## src/ctpg_map.vh

```
`ifndef CTPG_MAP_VH
`define CTPG_MAP_VH
// Register byte offsets
`define CTPG_REG_CTRL      8'h00
`define CTPG_REG_FRAMES    8'h04
`define CTPG_REG_PULSES    8'h08
`define CTPG_REG_DELAY     8'h0C
`define CTPG_REG_PG_CFG    8'h10
`define CTPG_REG_PG_PERIOD 8'h14
`define CTPG_REG_PG_WIDTH  8'h18
`define CTPG_REG_PG_COUNT  8'h1C
`define CTPG_REG_PG_CMD    8'h20
`define CTPG_REG_STATUS    8'h24
`define CTPG_REG_SW_TRIG   8'h28
// CTRL fields
`define CTPG_SRC_LSB   0
`define CTPG_MODE_LSB  4
`define CTPG_OVL_LSB   8
`define CTPG_EDGE_BIT  10
`define CTPG_DEB_LSB   12
`define CTPG_POL_LSB   16
// Source codes
`define CTPG_SRC_OFF   3'h0
`define CTPG_SRC_EXT   3'h1
`define CTPG_SRC_PGEN  3'h2
`define CTPG_SRC_GRAB  3'h3
`define CTPG_SRC_SOFT  3'h4
// Mode codes
`define CTPG_MODE_STD  3'h0
`define CTPG_MODE_FAST 3'h1
`define CTPG_MODE_DBL  3'h2
`define CTPG_MODE_ACC  3'h3
`define CTPG_MODE_ASYN 3'h4
// Overlap codes
`define CTPG_OVL_IGN   2'h0
`define CTPG_OVL_ACC   2'h1
`define CTPG_OVL_AEXP  2'h2
// Reset values and frame count limit
`define CTPG_CTRL_RST   32'h0000_3000
`define CTPG_FRAMES_RST 32'h0000_0001
`define CTPG_PULSES_RST 32'h0000_0001
`define CTPG_FRAMES_MAX 17'h0FFDC
// Timing
`define CTPG_CLK_MHZ    250
`define CTPG_US_CYC     (`CTPG_CLK_MHZ)
`define CTPG_US_LAST    8'hF9
`define CTPG_EXP_NS     1000
`define CTPG_EXP_CYC    (`CTPG_EXP_NS * `CTPG_CLK_MHZ / 1000)
`endif

```

## src/ctpg_top.v

```verilog
// Added by the designer: the AXI4-Lite interface to the registers and the register offsets.
`timescale 1ns/100ps
`include "ctpg_map.vh"
module ctpg_top
#(
   parameter EXP_CYC = `CTPG_EXP_CYC,
   parameter RD_CYC  = 1000
)
(
   // Clock and reset
   input  wire        clk_i,
   input  wire        sys_rst_i,
   // AXI4-Lite slave
   input  wire [7:0]  s_axi_awaddr,
   input  wire        s_axi_awvalid,
   output wire        s_axi_awready,
   input  wire [31:0] s_axi_wdata,
   input  wire [3:0]  s_axi_wstrb,
   input  wire        s_axi_wvalid,
   output wire        s_axi_wready,
   output reg  [1:0]  s_axi_bresp,
   output reg         s_axi_bvalid,
   input  wire        s_axi_bready,
   input  wire [7:0]  s_axi_araddr,
   input  wire        s_axi_arvalid,
   output wire        s_axi_arready,
   output reg  [31:0] s_axi_rdata,
   output reg  [1:0]  s_axi_rresp,
   output reg         s_axi_rvalid,
   input  wire        s_axi_rready,
   // Trigger pins
   input  wire        ext_trig_input_a_i,
   input  wire        ext_trig_input_b_i,
   input  wire        grabber_ctrl_input_a_i,
   input  wire        grabber_ctrl_input_b_i,
   // Sensor timing core
   input  wire        frame_done_i,
   output reg         expose_o,
   output reg         transfer_o,
   output reg         readout_o,
   output reg         timing_reset_o,
   output reg         free_run_o,
   output reg         trig_delayed_o,
   output reg         pulse_gen_o
);

   // Sequencer states, one-hot
   localparam ST_IDLE = 4'b0001;
   localparam ST_DLY  = 4'b0010;
   localparam ST_EXP  = 4'b0100;
   localparam ST_RD   = 4'b1000;

   reg [31:0] ctrl;
   reg [16:0] frames;
   reg [15:0] pulses;
   reg [23:0] delay_us;
   reg [1:0]  pg_gran;
   reg        pg_fixed;
   reg [31:0] pg_period;
   reg [31:0] pg_width;
   reg [16:0] pg_count;
   reg        pg_run;
   reg        soft_trig;
   reg        pg_toggle;

   wire [2:0] src  = ctrl[`CTPG_SRC_LSB +: 3];
   wire [2:0] mode = ctrl[`CTPG_MODE_LSB +: 3];
   wire [1:0] ovl  = ctrl[`CTPG_OVL_LSB +: 2];
   wire [2:0] deb  = ctrl[`CTPG_DEB_LSB +: 3];
   wire [3:0] pol  = ctrl[`CTPG_POL_LSB +: 4];

   // Debounce lengths in microseconds
   function [13:0] deb_us;
      input [2:0] sel;
      case (sel)
         3'h1:    deb_us = 14'd10;
         3'h2:    deb_us = 14'd50;
         3'h3:    deb_us = 14'd100;
         3'h4:    deb_us = 14'd500;
         3'h5:    deb_us = 14'd1000;
         3'h6:    deb_us = 14'd5000;
         3'h7:    deb_us = 14'd10000;
         default: deb_us = 14'd0;
      endcase
   endfunction

   // Granularity multiplier
   function [9:0] gran_mul;
      input [1:0] g;
      case (g)
         2'h1:    gran_mul = 10'd10;
         2'h2:    gran_mul = 10'd100;
         2'h3:    gran_mul = 10'd1000;
         default: gran_mul = 10'd1;
      endcase
   endfunction

   // One microsecond tick
   reg [7:0] us_cnt;
   wire      us_tick = (us_cnt == `CTPG_US_LAST);
   always @(posedge clk_i)
   begin
      if (sys_rst_i || us_tick || pg_toggle)
         us_cnt <= 8'h00;
      else
         us_cnt <= us_cnt + 8'h01;
   end

   // Pin synchronisers, polarity and debounce per input
   wire [3:0] pins = {grabber_ctrl_input_b_i, grabber_ctrl_input_a_i,
                      ext_trig_input_b_i, ext_trig_input_a_i};
   wire [3:0] clean;
   wire [31:0] deb_full = deb_us(deb) * `CTPG_US_CYC;
   wire [21:0] deb_lim  = deb_full[21:0];
   genvar gi;
   generate
      for (gi = 0; gi < 4; gi = gi + 1)
      begin : g_in
         reg        s1;
         reg        s2;
         reg        stab;
         reg [21:0] dcnt;
         always @(posedge clk_i)
         begin
            if (sys_rst_i)
            begin
               s1   <= 1'b0;
               s2   <= 1'b0;
               stab <= 1'b0;
               dcnt <= 22'h000000;
            end
            else
            begin
               s1 <= pins[gi];
               s2 <= s1;
               if ((s2 ^ pol[gi]) == stab)
                  dcnt <= 22'h000000;
               else if (dcnt + 22'h000001 >= deb_lim)
               begin
                  stab <= s2 ^ pol[gi];
                  dcnt <= 22'h000000;
               end
               else
                  dcnt <= dcnt + 22'h000001;
            end
         end
         assign clean[gi] = stab;
      end
   endgenerate

   // Source select and edge detect
   reg sel_lvl;
   reg sel_prev;
   always @*
   begin
      case (src)
         `CTPG_SRC_EXT:  sel_lvl = clean[0] | clean[1];
         `CTPG_SRC_GRAB: sel_lvl = clean[2] | clean[3];
         `CTPG_SRC_PGEN: sel_lvl = pulse_gen_o;
         default:        sel_lvl = 1'b0;
      endcase
   end
   wire edge_r = sel_lvl & ~sel_prev;
   wire edge_f = ~sel_lvl & sel_prev;
   wire trig_edge = (src == `CTPG_SRC_OFF) ? 1'b0 :
                    (src == `CTPG_SRC_SOFT) ? soft_trig :
                    (ctrl[`CTPG_EDGE_BIT] ? edge_f : edge_r);

   // Acquisition sequencer
   reg [3:0]  state;
   reg [23:0] dly_cnt;
   reg [7:0]  dly_sub;
   reg [31:0] cyc_cnt;
   reg [16:0] frm_cnt;
   reg [15:0] acc_cnt;
   reg        pend;
   wire busy = (state != ST_IDLE);
   wire take = trig_edge && (!busy || ovl == `CTPG_OVL_ACC ||
               (ovl == `CTPG_OVL_AEXP && state != ST_EXP));
   wire [16:0] nfr = (mode == `CTPG_MODE_DBL) ? 17'd2 : frames;
   always @(posedge clk_i)
   begin
      sel_prev <= sys_rst_i ? 1'b0 : sel_lvl;
      if (sys_rst_i)
      begin
         state <= ST_IDLE; dly_cnt <= 24'h0; cyc_cnt <= 32'h0;
         dly_sub <= 8'h00;
         frm_cnt <= 17'h0; acc_cnt <= 16'h0; pend <= 1'b0;
         expose_o <= 1'b0; transfer_o <= 1'b0; readout_o <= 1'b0;
         timing_reset_o <= 1'b0; free_run_o <= 1'b1; trig_delayed_o <= 1'b0;
      end
      else
      begin
         transfer_o     <= 1'b0;
         timing_reset_o <= 1'b0;
         trig_delayed_o <= 1'b0;
         free_run_o <= (src == `CTPG_SRC_OFF) ||
                       (mode == `CTPG_MODE_ASYN && !busy) ||
                       (mode == `CTPG_MODE_STD && frames > `CTPG_FRAMES_MAX
                        && state == ST_RD);
         if (take && busy)
            pend <= 1'b1;
         dly_sub <= (state != ST_DLY || dly_sub == `CTPG_US_LAST) ? 8'h00 :
                    dly_sub + 8'h01;
         case (state)
            ST_IDLE:
            begin
               if (take || pend)
               begin
                  pend    <= 1'b0;
                  state   <= ST_DLY;
                  dly_cnt <= delay_us;
                  if (mode == `CTPG_MODE_ASYN)
                     timing_reset_o <= 1'b1;
               end
            end
            ST_DLY:
            begin
               if (dly_cnt == 24'h0)
               begin
                  trig_delayed_o <= 1'b1;
                  expose_o <= 1'b1;
                  cyc_cnt  <= EXP_CYC;
                  state    <= ST_EXP;
               end
               else if (dly_sub == `CTPG_US_LAST)
                  dly_cnt <= dly_cnt - 24'h1;
            end
            ST_EXP:
            begin
               if (cyc_cnt <= 32'h1)
               begin
                  expose_o <= 1'b0;
                  if (mode == `CTPG_MODE_ACC)
                  begin
                     transfer_o <= 1'b1;
                     if (acc_cnt + 16'h1 >= pulses)
                     begin
                        acc_cnt   <= 16'h0;
                        readout_o <= 1'b1;
                        frm_cnt   <= 17'h1;
                        state     <= ST_RD;
                     end
                     else
                     begin
                        acc_cnt <= acc_cnt + 16'h1;
                        state   <= ST_IDLE;
                     end
                  end
                  else
                  begin
                     readout_o <= 1'b1;
                     frm_cnt   <= (mode == `CTPG_MODE_FAST ||
                                   mode == `CTPG_MODE_ASYN) ? 17'h1 : nfr;
                     state     <= ST_RD;
                  end
               end
               else
                  cyc_cnt <= cyc_cnt - 32'h1;
            end
            ST_RD:
            begin
               if (mode == `CTPG_MODE_FAST && (take || pend))
               begin
                  pend    <= 1'b0;
                  dly_cnt <= delay_us;
                  state   <= ST_DLY;
               end
               else if (frame_done_i)
               begin
                  if (mode == `CTPG_MODE_STD && frames > `CTPG_FRAMES_MAX)
                     frm_cnt <= 17'h1;
                  else if (frm_cnt <= 17'h1)
                  begin
                     readout_o <= 1'b0;
                     state     <= ST_IDLE;
                  end
                  else
                     frm_cnt <= frm_cnt - 17'h1;
               end
            end
            default:
               state <= ST_IDLE;
         endcase
      end
   end

   // Pulse generator
   reg [31:0] pg_tick_cnt;
   reg [9:0]  pg_sub;
   reg [16:0] pg_sent;
   wire       pg_tick = us_tick && (pg_sub == gran_mul(pg_gran) - 10'd1);
   always @(posedge clk_i)
   begin
      if (sys_rst_i)
      begin
         pg_run <= 1'b0; pg_sub <= 10'h0; pg_tick_cnt <= 32'h0;
         pg_sent <= 17'h0; pulse_gen_o <= 1'b0;
      end
      else if (pg_toggle)
      begin
         pg_run <= ~pg_run;
         pg_sub <= 10'h0; pg_tick_cnt <= 32'h0; pg_sent <= 17'h0;
         pulse_gen_o <= !pg_run && (pg_width != 32'h0);
      end
      else if (pg_run)
      begin
         if (us_tick)
            pg_sub <= pg_tick ? 10'h0 : pg_sub + 10'h1;
         if (pg_tick)
         begin
            if (pg_tick_cnt + 32'h1 >= pg_period)
            begin
               pg_tick_cnt <= 32'h0;
               if (pg_fixed && pg_sent + 17'h1 >= pg_count)
               begin
                  pg_run      <= 1'b0;
                  pulse_gen_o <= 1'b0;
               end
               else
               begin
                  pg_sent     <= pg_sent + 17'h1;
                  pulse_gen_o <= (pg_width != 32'h0);
               end
            end
            else
            begin
               pg_tick_cnt <= pg_tick_cnt + 32'h1;
               pulse_gen_o <= (pg_tick_cnt + 32'h1 < pg_width);
            end
         end
      end
   end

   // AXI4-Lite write path
   reg        aw_hold;
   reg        w_hold;
   reg [7:0]  aw_addr;
   reg [31:0] w_data;
   assign s_axi_awready = !aw_hold && !s_axi_bvalid;
   assign s_axi_wready  = !w_hold && !s_axi_bvalid;
   wire aw_now = aw_hold || s_axi_awvalid;
   wire w_now  = w_hold || s_axi_wvalid;
   wire [7:0]  wa = aw_hold ? aw_addr : s_axi_awaddr;
   wire [31:0] wd = w_hold ? w_data : s_axi_wdata;
   wire do_wr = aw_now && w_now && !s_axi_bvalid;
   always @(posedge clk_i)
   begin
      soft_trig <= 1'b0;
      pg_toggle <= 1'b0;
      if (sys_rst_i)
      begin
         aw_hold <= 1'b0; w_hold <= 1'b0; aw_addr <= 8'h0; w_data <= 32'h0;
         s_axi_bvalid <= 1'b0; s_axi_bresp <= 2'b00;
         ctrl <= `CTPG_CTRL_RST;
         frames <= 17'h1; pulses <= 16'h1; delay_us <= 24'h0;
         pg_gran <= 2'h0; pg_fixed <= 1'b0; pg_period <= 32'h2;
         pg_width <= 32'h1; pg_count <= 17'h1;
      end
      else
      begin
         if (s_axi_awvalid && s_axi_awready && !do_wr)
         begin
            aw_hold <= 1'b1; aw_addr <= s_axi_awaddr;
         end
         if (s_axi_wvalid && s_axi_wready && !do_wr)
         begin
            w_hold <= 1'b1; w_data <= s_axi_wdata;
         end
         if (s_axi_bvalid && s_axi_bready)
            s_axi_bvalid <= 1'b0;
         if (do_wr)
         begin
            aw_hold <= 1'b0; w_hold <= 1'b0;
            s_axi_bvalid <= 1'b1; s_axi_bresp <= 2'b00;
            case (wa)
               `CTPG_REG_CTRL:      ctrl <= wd;
               `CTPG_REG_FRAMES:    frames <= (wd[16:0] == 17'h0) ? 17'h1 : wd[16:0];
               `CTPG_REG_PULSES:    pulses <= (wd[15:0] == 16'h0) ? 16'h1 : wd[15:0];
               `CTPG_REG_DELAY:     delay_us <= wd[23:0];
               `CTPG_REG_PG_CFG:
               begin
                  pg_gran <= wd[1:0]; pg_fixed <= wd[4];
               end
               `CTPG_REG_PG_PERIOD: pg_period <= wd;
               `CTPG_REG_PG_WIDTH:  pg_width <= wd;
               `CTPG_REG_PG_COUNT:  pg_count <= wd[16:0];
               `CTPG_REG_PG_CMD:    pg_toggle <= wd[0];
               `CTPG_REG_SW_TRIG:   soft_trig <= wd[0];
               default:             s_axi_bresp <= 2'b10;
            endcase
         end
      end
   end

   // AXI4-Lite read path
   assign s_axi_arready = !s_axi_rvalid;
   always @(posedge clk_i)
   begin
      if (sys_rst_i)
      begin
         s_axi_rvalid <= 1'b0; s_axi_rdata <= 32'h0; s_axi_rresp <= 2'b00;
      end
      else if (s_axi_rvalid)
      begin
         if (s_axi_rready)
            s_axi_rvalid <= 1'b0;
      end
      else if (s_axi_arvalid)
      begin
         s_axi_rvalid <= 1'b1;
         s_axi_rresp  <= 2'b00;
         case (s_axi_araddr)
            `CTPG_REG_CTRL:      s_axi_rdata <= ctrl;
            `CTPG_REG_FRAMES:    s_axi_rdata <= {15'h0, frames};
            `CTPG_REG_PULSES:    s_axi_rdata <= {16'h0, pulses};
            `CTPG_REG_DELAY:     s_axi_rdata <= {8'h0, delay_us};
            `CTPG_REG_PG_CFG:    s_axi_rdata <= {27'h0, pg_fixed, 2'h0, pg_gran};
            `CTPG_REG_PG_PERIOD: s_axi_rdata <= pg_period;
            `CTPG_REG_PG_WIDTH:  s_axi_rdata <= pg_width;
            `CTPG_REG_PG_COUNT:  s_axi_rdata <= {15'h0, pg_count};
            `CTPG_REG_PG_CMD,
            `CTPG_REG_SW_TRIG:   s_axi_rdata <= 32'h0;
            `CTPG_REG_STATUS:    s_axi_rdata <= {26'h0, pend, pg_run, state};
            default:
            begin
               s_axi_rdata <= 32'h0;
               s_axi_rresp <= 2'b10;
            end
         endcase
      end
   end

endmodule // ctpg_top

```

## config.mk

```make
export PLATFORM = sky130hd
export DESIGN_NAME = ctpg_top
export DESIGN_NICKNAME = d
export VERILOG_FILES = /design/src/ctpg_top.v
export VERILOG_INCLUDE_DIRS = /design/src /design/src/src
export SDC_FILE = /design/constraint.sdc
export NUM_CORES = 1
export LEC_CHECK = 0
export BUFFER_PORTS_ARGS = -buffer_cell sky130_fd_sc_hd__buf_4
export CORE_ASPECT_RATIO = 0.8
export CORE_MARGIN = 8
export CORE_UTILIZATION = 59
export CTS_BUF_LIST = sky130_fd_sc_hd__clkbuf_4 sky130_fd_sc_hd__clkbuf_8
export CTS_CLUSTER_SIZE = 40
export DETAILED_ROUTE_END_ITERATION = 10
export PLACE_DENSITY_LB_ADDON = 0.1
export RECOVER_POWER = 50
export REMOVE_ABC_BUFFERS = 1
export SETUP_SLACK_MARGIN = 0.02
export SYNTH_ARGS = -nofsm -noshare
export SYNTH_HDL_FRONTEND = slang
export SYNTH_SLANG_ARGS = --single-unit
```

## constraint.sdc

```tcl
create_clock -name clk_i -period 7.5 [get_ports clk_i]
set_clock_uncertainty 0.05 [all_clocks]
set_input_delay 1.5 -clock clk_i [delete_from_list [all_inputs] [get_ports clk_i]]
set_output_delay 1.5 -clock clk_i [all_outputs]
set_load 0.03 [all_outputs]
```

==> flow_metrics.tcl <==
set metrics [dict create \
    io_buffers 105 \
    timing.final.hold_violations 0 \
    synth.top_cell.area_share_pct 35.5 \
    r2r_start "ctrl[14]" \
    syn-instance-count 3607 \
    arrival_ps 7680 \
    fin_ws_ps 327 \
    die_area_um2 58300 \
    worstReg2RegEnd "g_in[1].dcnt[16]" \
    min_delay_path_depth 1 \
    final_util_pct 65.3 \
    hold_class "flop to flop" \
    drt_iter0_markers 2860 \
    status "finished, violations left" \
    drv_cap 6 \
    htreeDepth 3 \
    peakVddDrop_v 0.000151 \
    tightest_slew_ps 3880 \
    slowest_delay_ps 540 \
    wirelength_um 89000 \
    place_congestion 0.945 \
    core-area_um2 50600 \
    synth_edf_count 0 \
    min_period_ps 7170 \
    holdWs_ps 400 \
    synth-seq-cells 531 \
    finalNetCount 4005 \
    drive_above_1_share_pct 8.69 \
    crit_buf_inv 5 \
    min_to "g_in[0].s2" \
    ys_types 86 \
    n_antenna_cell 0 \
    r2r_slack_ps 330 \
    vias 27300 \
    cts-hold-fix-buffers 0 \
    syn_area_um2 30000 \
    grt_pass1_vias 26500 \
    finalSetupViolCount 0 \
    cpMaxStageDelayCell "dfxtp_1" \
    grtUsageMet3_pct 6.67 \
    ant_nets 0 \
    yosysTopAreaCell "dfxtp_1" \
    hpwlAfterDp_um 63200 \
    cts_root_buffer "clkbuf_8" \
    max_freq_ghz 0.139 \
    synth_top_flop_cell "dfxtp_1" \
    ys_seq_area_share_pct 35.5 \
    violations "max-capacitance violations, max-slew violations" \
    async_flop_share_pct 0 \
    rows 74 \
    met1_usage_pct 40.0 \
    syn_area_per_cell_um2 8.31 \
    synth_top_cells_by_count "dfxtp_1, nor2_1, nand2_1, ha_1, a21oi_1" \
    ios 112 \
    use_met2_pct 46.8 \
    clk_pin_slew_worst_paths_ps 60 \
    cp.required_ps 8010 \
    drv_slew 382 \
    clk_path_buf_depth 3 \
    timing.final.crit_share_pct 95.6 \
    busiest_layer "met2" \
    track_usage_pct 29.7 \
    worst-setup-path-type "flop to flop" \
    start_kind "flop" \
    layoutNonFillerInstCount 4424 \
    place_ws_ps 45.9 \
    area_delta_synth_final_pct 10.4 \
    grt_pass1_wl_um 141000 \
    yosysMostFrequentCell "dfxtp_1" \
    clock_sinks 531 \
    grt-ovfl-total 0 \
    rsz0062_at_grt "yes" \
    setup_tns_ps 0 \
    drc 0 \
    start_util_pct 59.2 \
    die_h_um 218 \
    crit_path_end_kind "flop" \
    critPathMaxFanout 22 \
    critPathTopFamily "adder cells" \
    drt_pass1_iterations 9 \
    fp.dieW_um 268 \
    min_from "g_in[0].s1" \
    crit_path_frequent_cell "fa_1" \
    cp-startpoint "ctrl[14]" \
    worstRegToRegCells 28 \
    wire_per_inst_um 20.1 \
    dp.cells 4275 \
    grt_max_degree 83 \
    cts_tree "built" \
    synth.area.top_cells "dfxtp_1, ha_1, nor2_1" \
    p_leak_uw 0.0127 \
    post_drt_via_cell_ratio 6.17 \
    clkLatencyLatePin_ps 690 \
    slew_headroom_pct -159 \
    p_per_area_nw_per_um2 198 \
    cts_buffers 86 \
    synth.yosys.warnings 0 \
    antenna_found_initial 0 \
]
-- flip-flops by register name, indices dropped and copies added, names as in the netlist, 32 cells and up --
register,count
cyc_cnt,32
s_axi_rdata,32
pg_period,32
ctrl,32
w_data,32
pg_tick_cnt,32
g_in.dcnt,88
pg_width,32
-- cell usage in the layout, fill, tap and decap left out, types with 16 or more instances in the layout --
| master | netlist | layout |
|---|---|---|
| a22o_1 | 20 | 20 |
| and3_1 | 30 | 29 |
| fa_1 | 20 | 20 |
| nand4_1 | 57 | 57 |
| inv_1 | 189 | 189 |
| clkbuf_8 | 0 | 106 |
| and4_1 | 22 | 22 |
| o211ai_1 | 20 | 20 |
| a211oi_1 | 200 | 200 |
| nor4_1 | 32 | 30 |
| nor2_1 | 435 | 430 |
| nor2b_1 | 97 | 97 |
| nand3_1 | 93 | 93 |
| clkbuf_4 | 0 | 26 |
| or3_1 | 32 | 32 |
| o22ai_1 | 20 | 20 |
| a21o_1 | 17 | 17 |
| xor2_1 | 95 | 95 |
| a222oi_1 | 43 | 43 |
| buf_4 | 2 | 116 |
| xnor2_1 | 111 | 109 |
| dfxtp_1 | 531 | 530 |
| nand2b_1 | 24 | 24 |
| a31oi_1 | 33 | 33 |
| nor3_1 | 61 | 60 |
| clkbuf_1 | 154 | 50 |
| o21ai_0 | 105 | 104 |
| ha_1 | 238 | 238 |
| mux2i_1 | 57 | 57 |
| and2_1 | 21 | 20 |
| nand2_1 | 353 | 353 |
| a22oi_1 | 16 | 16 |
| a21oi_1 | 231 | 230 |
-- routing by layer --
metal / vias to the layer above / wire length [um]
li1: 13100 / -
met1: 13000 / 38300
met2: 1095 / 39600
met3: 186 / 8370
met4: 0 / 2750
met5: - / 0
-- metrics by stage --
| stage | power (uW) | cell area, um^2 |
|---|---|---|
| final | 6550 | 33100 |
| after global routing | 6790 | 33100 |
| after CTS | 6560 | 33200 |
| after detailed placement | 3910 | 31400 |
| after global placement | 3880 | 31400 |
| after floorplan | 3560 | 29300 |
-- final cells by class --
type / instances / area [um^2]
clock buffers: 132 / 1650
inverters: 190 / 713
multi-input cells: 2705 / 18000
well taps: 684 / 856
flip-flops and latches: 531 / 10600
repair buffers: 169 / 1090
fillers: 4374 / 17600
clock inverters: 13 / 128
-- worst max-delay path by stage --
| stage | endpoint | slack, ps | cells past startpoint |
|---|---|---|---|
| 2_1_floorplan | g_in[1].dcnt[10] | 310 | 29 |
| 6_report | g_in[1].dcnt[16] | 330 | 28 |
| 4_1_cts | g_in[3].dcnt[8] | 230 | 30 |
| 3_3_place_gp | g_in[1].dcnt[18] | 370 | 30 |
| 3_5_place_dp | g_in[3].dcnt[8] | 50 | 30 |
| 5_1_grt | g_in[1].dcnt[16] | -20 | 31 |
-- report_power, final --
part           internal, uW  switching, uW
logic                   306            631
clock network          1470           1190
registers              2880           73.9
total                  4650           1900
-- worst register-to-register path: cells and delay by family, from the launching register on --
kind	cells	cell delay (ps)
buffers and inverters	5	640
DFF	1	540
xor gates and xnor gates	1	200
AOI/OAI and AO/OA	8	1440
and+or+nand+nor	7	1120
adders and majority gates	7	3050
-- what timing repair did --
item                       4_1_cts  5_1_grt
pin swaps                        0        2
setup endpoints to repair        2       73
setup buffers                    0        4
gates resized for setup          1        7
hold endpoints to repair         0        0
-- logic make-up after synthesis --
kind of cell / count (synthesis) / synth area share, %
other cells: 1 / 0.0125
flops: 531 / 35.5
xor+xnor: 206 / 6.02
simple gates: 1347 / 21.7
fa+ha+maj: 258 / 11.3
mux: 60 / 2.02
buf+inv: 372 / 4.74
compound gates: 832 / 18.8
Note: power is estimated with default switching activity, not from simulation.
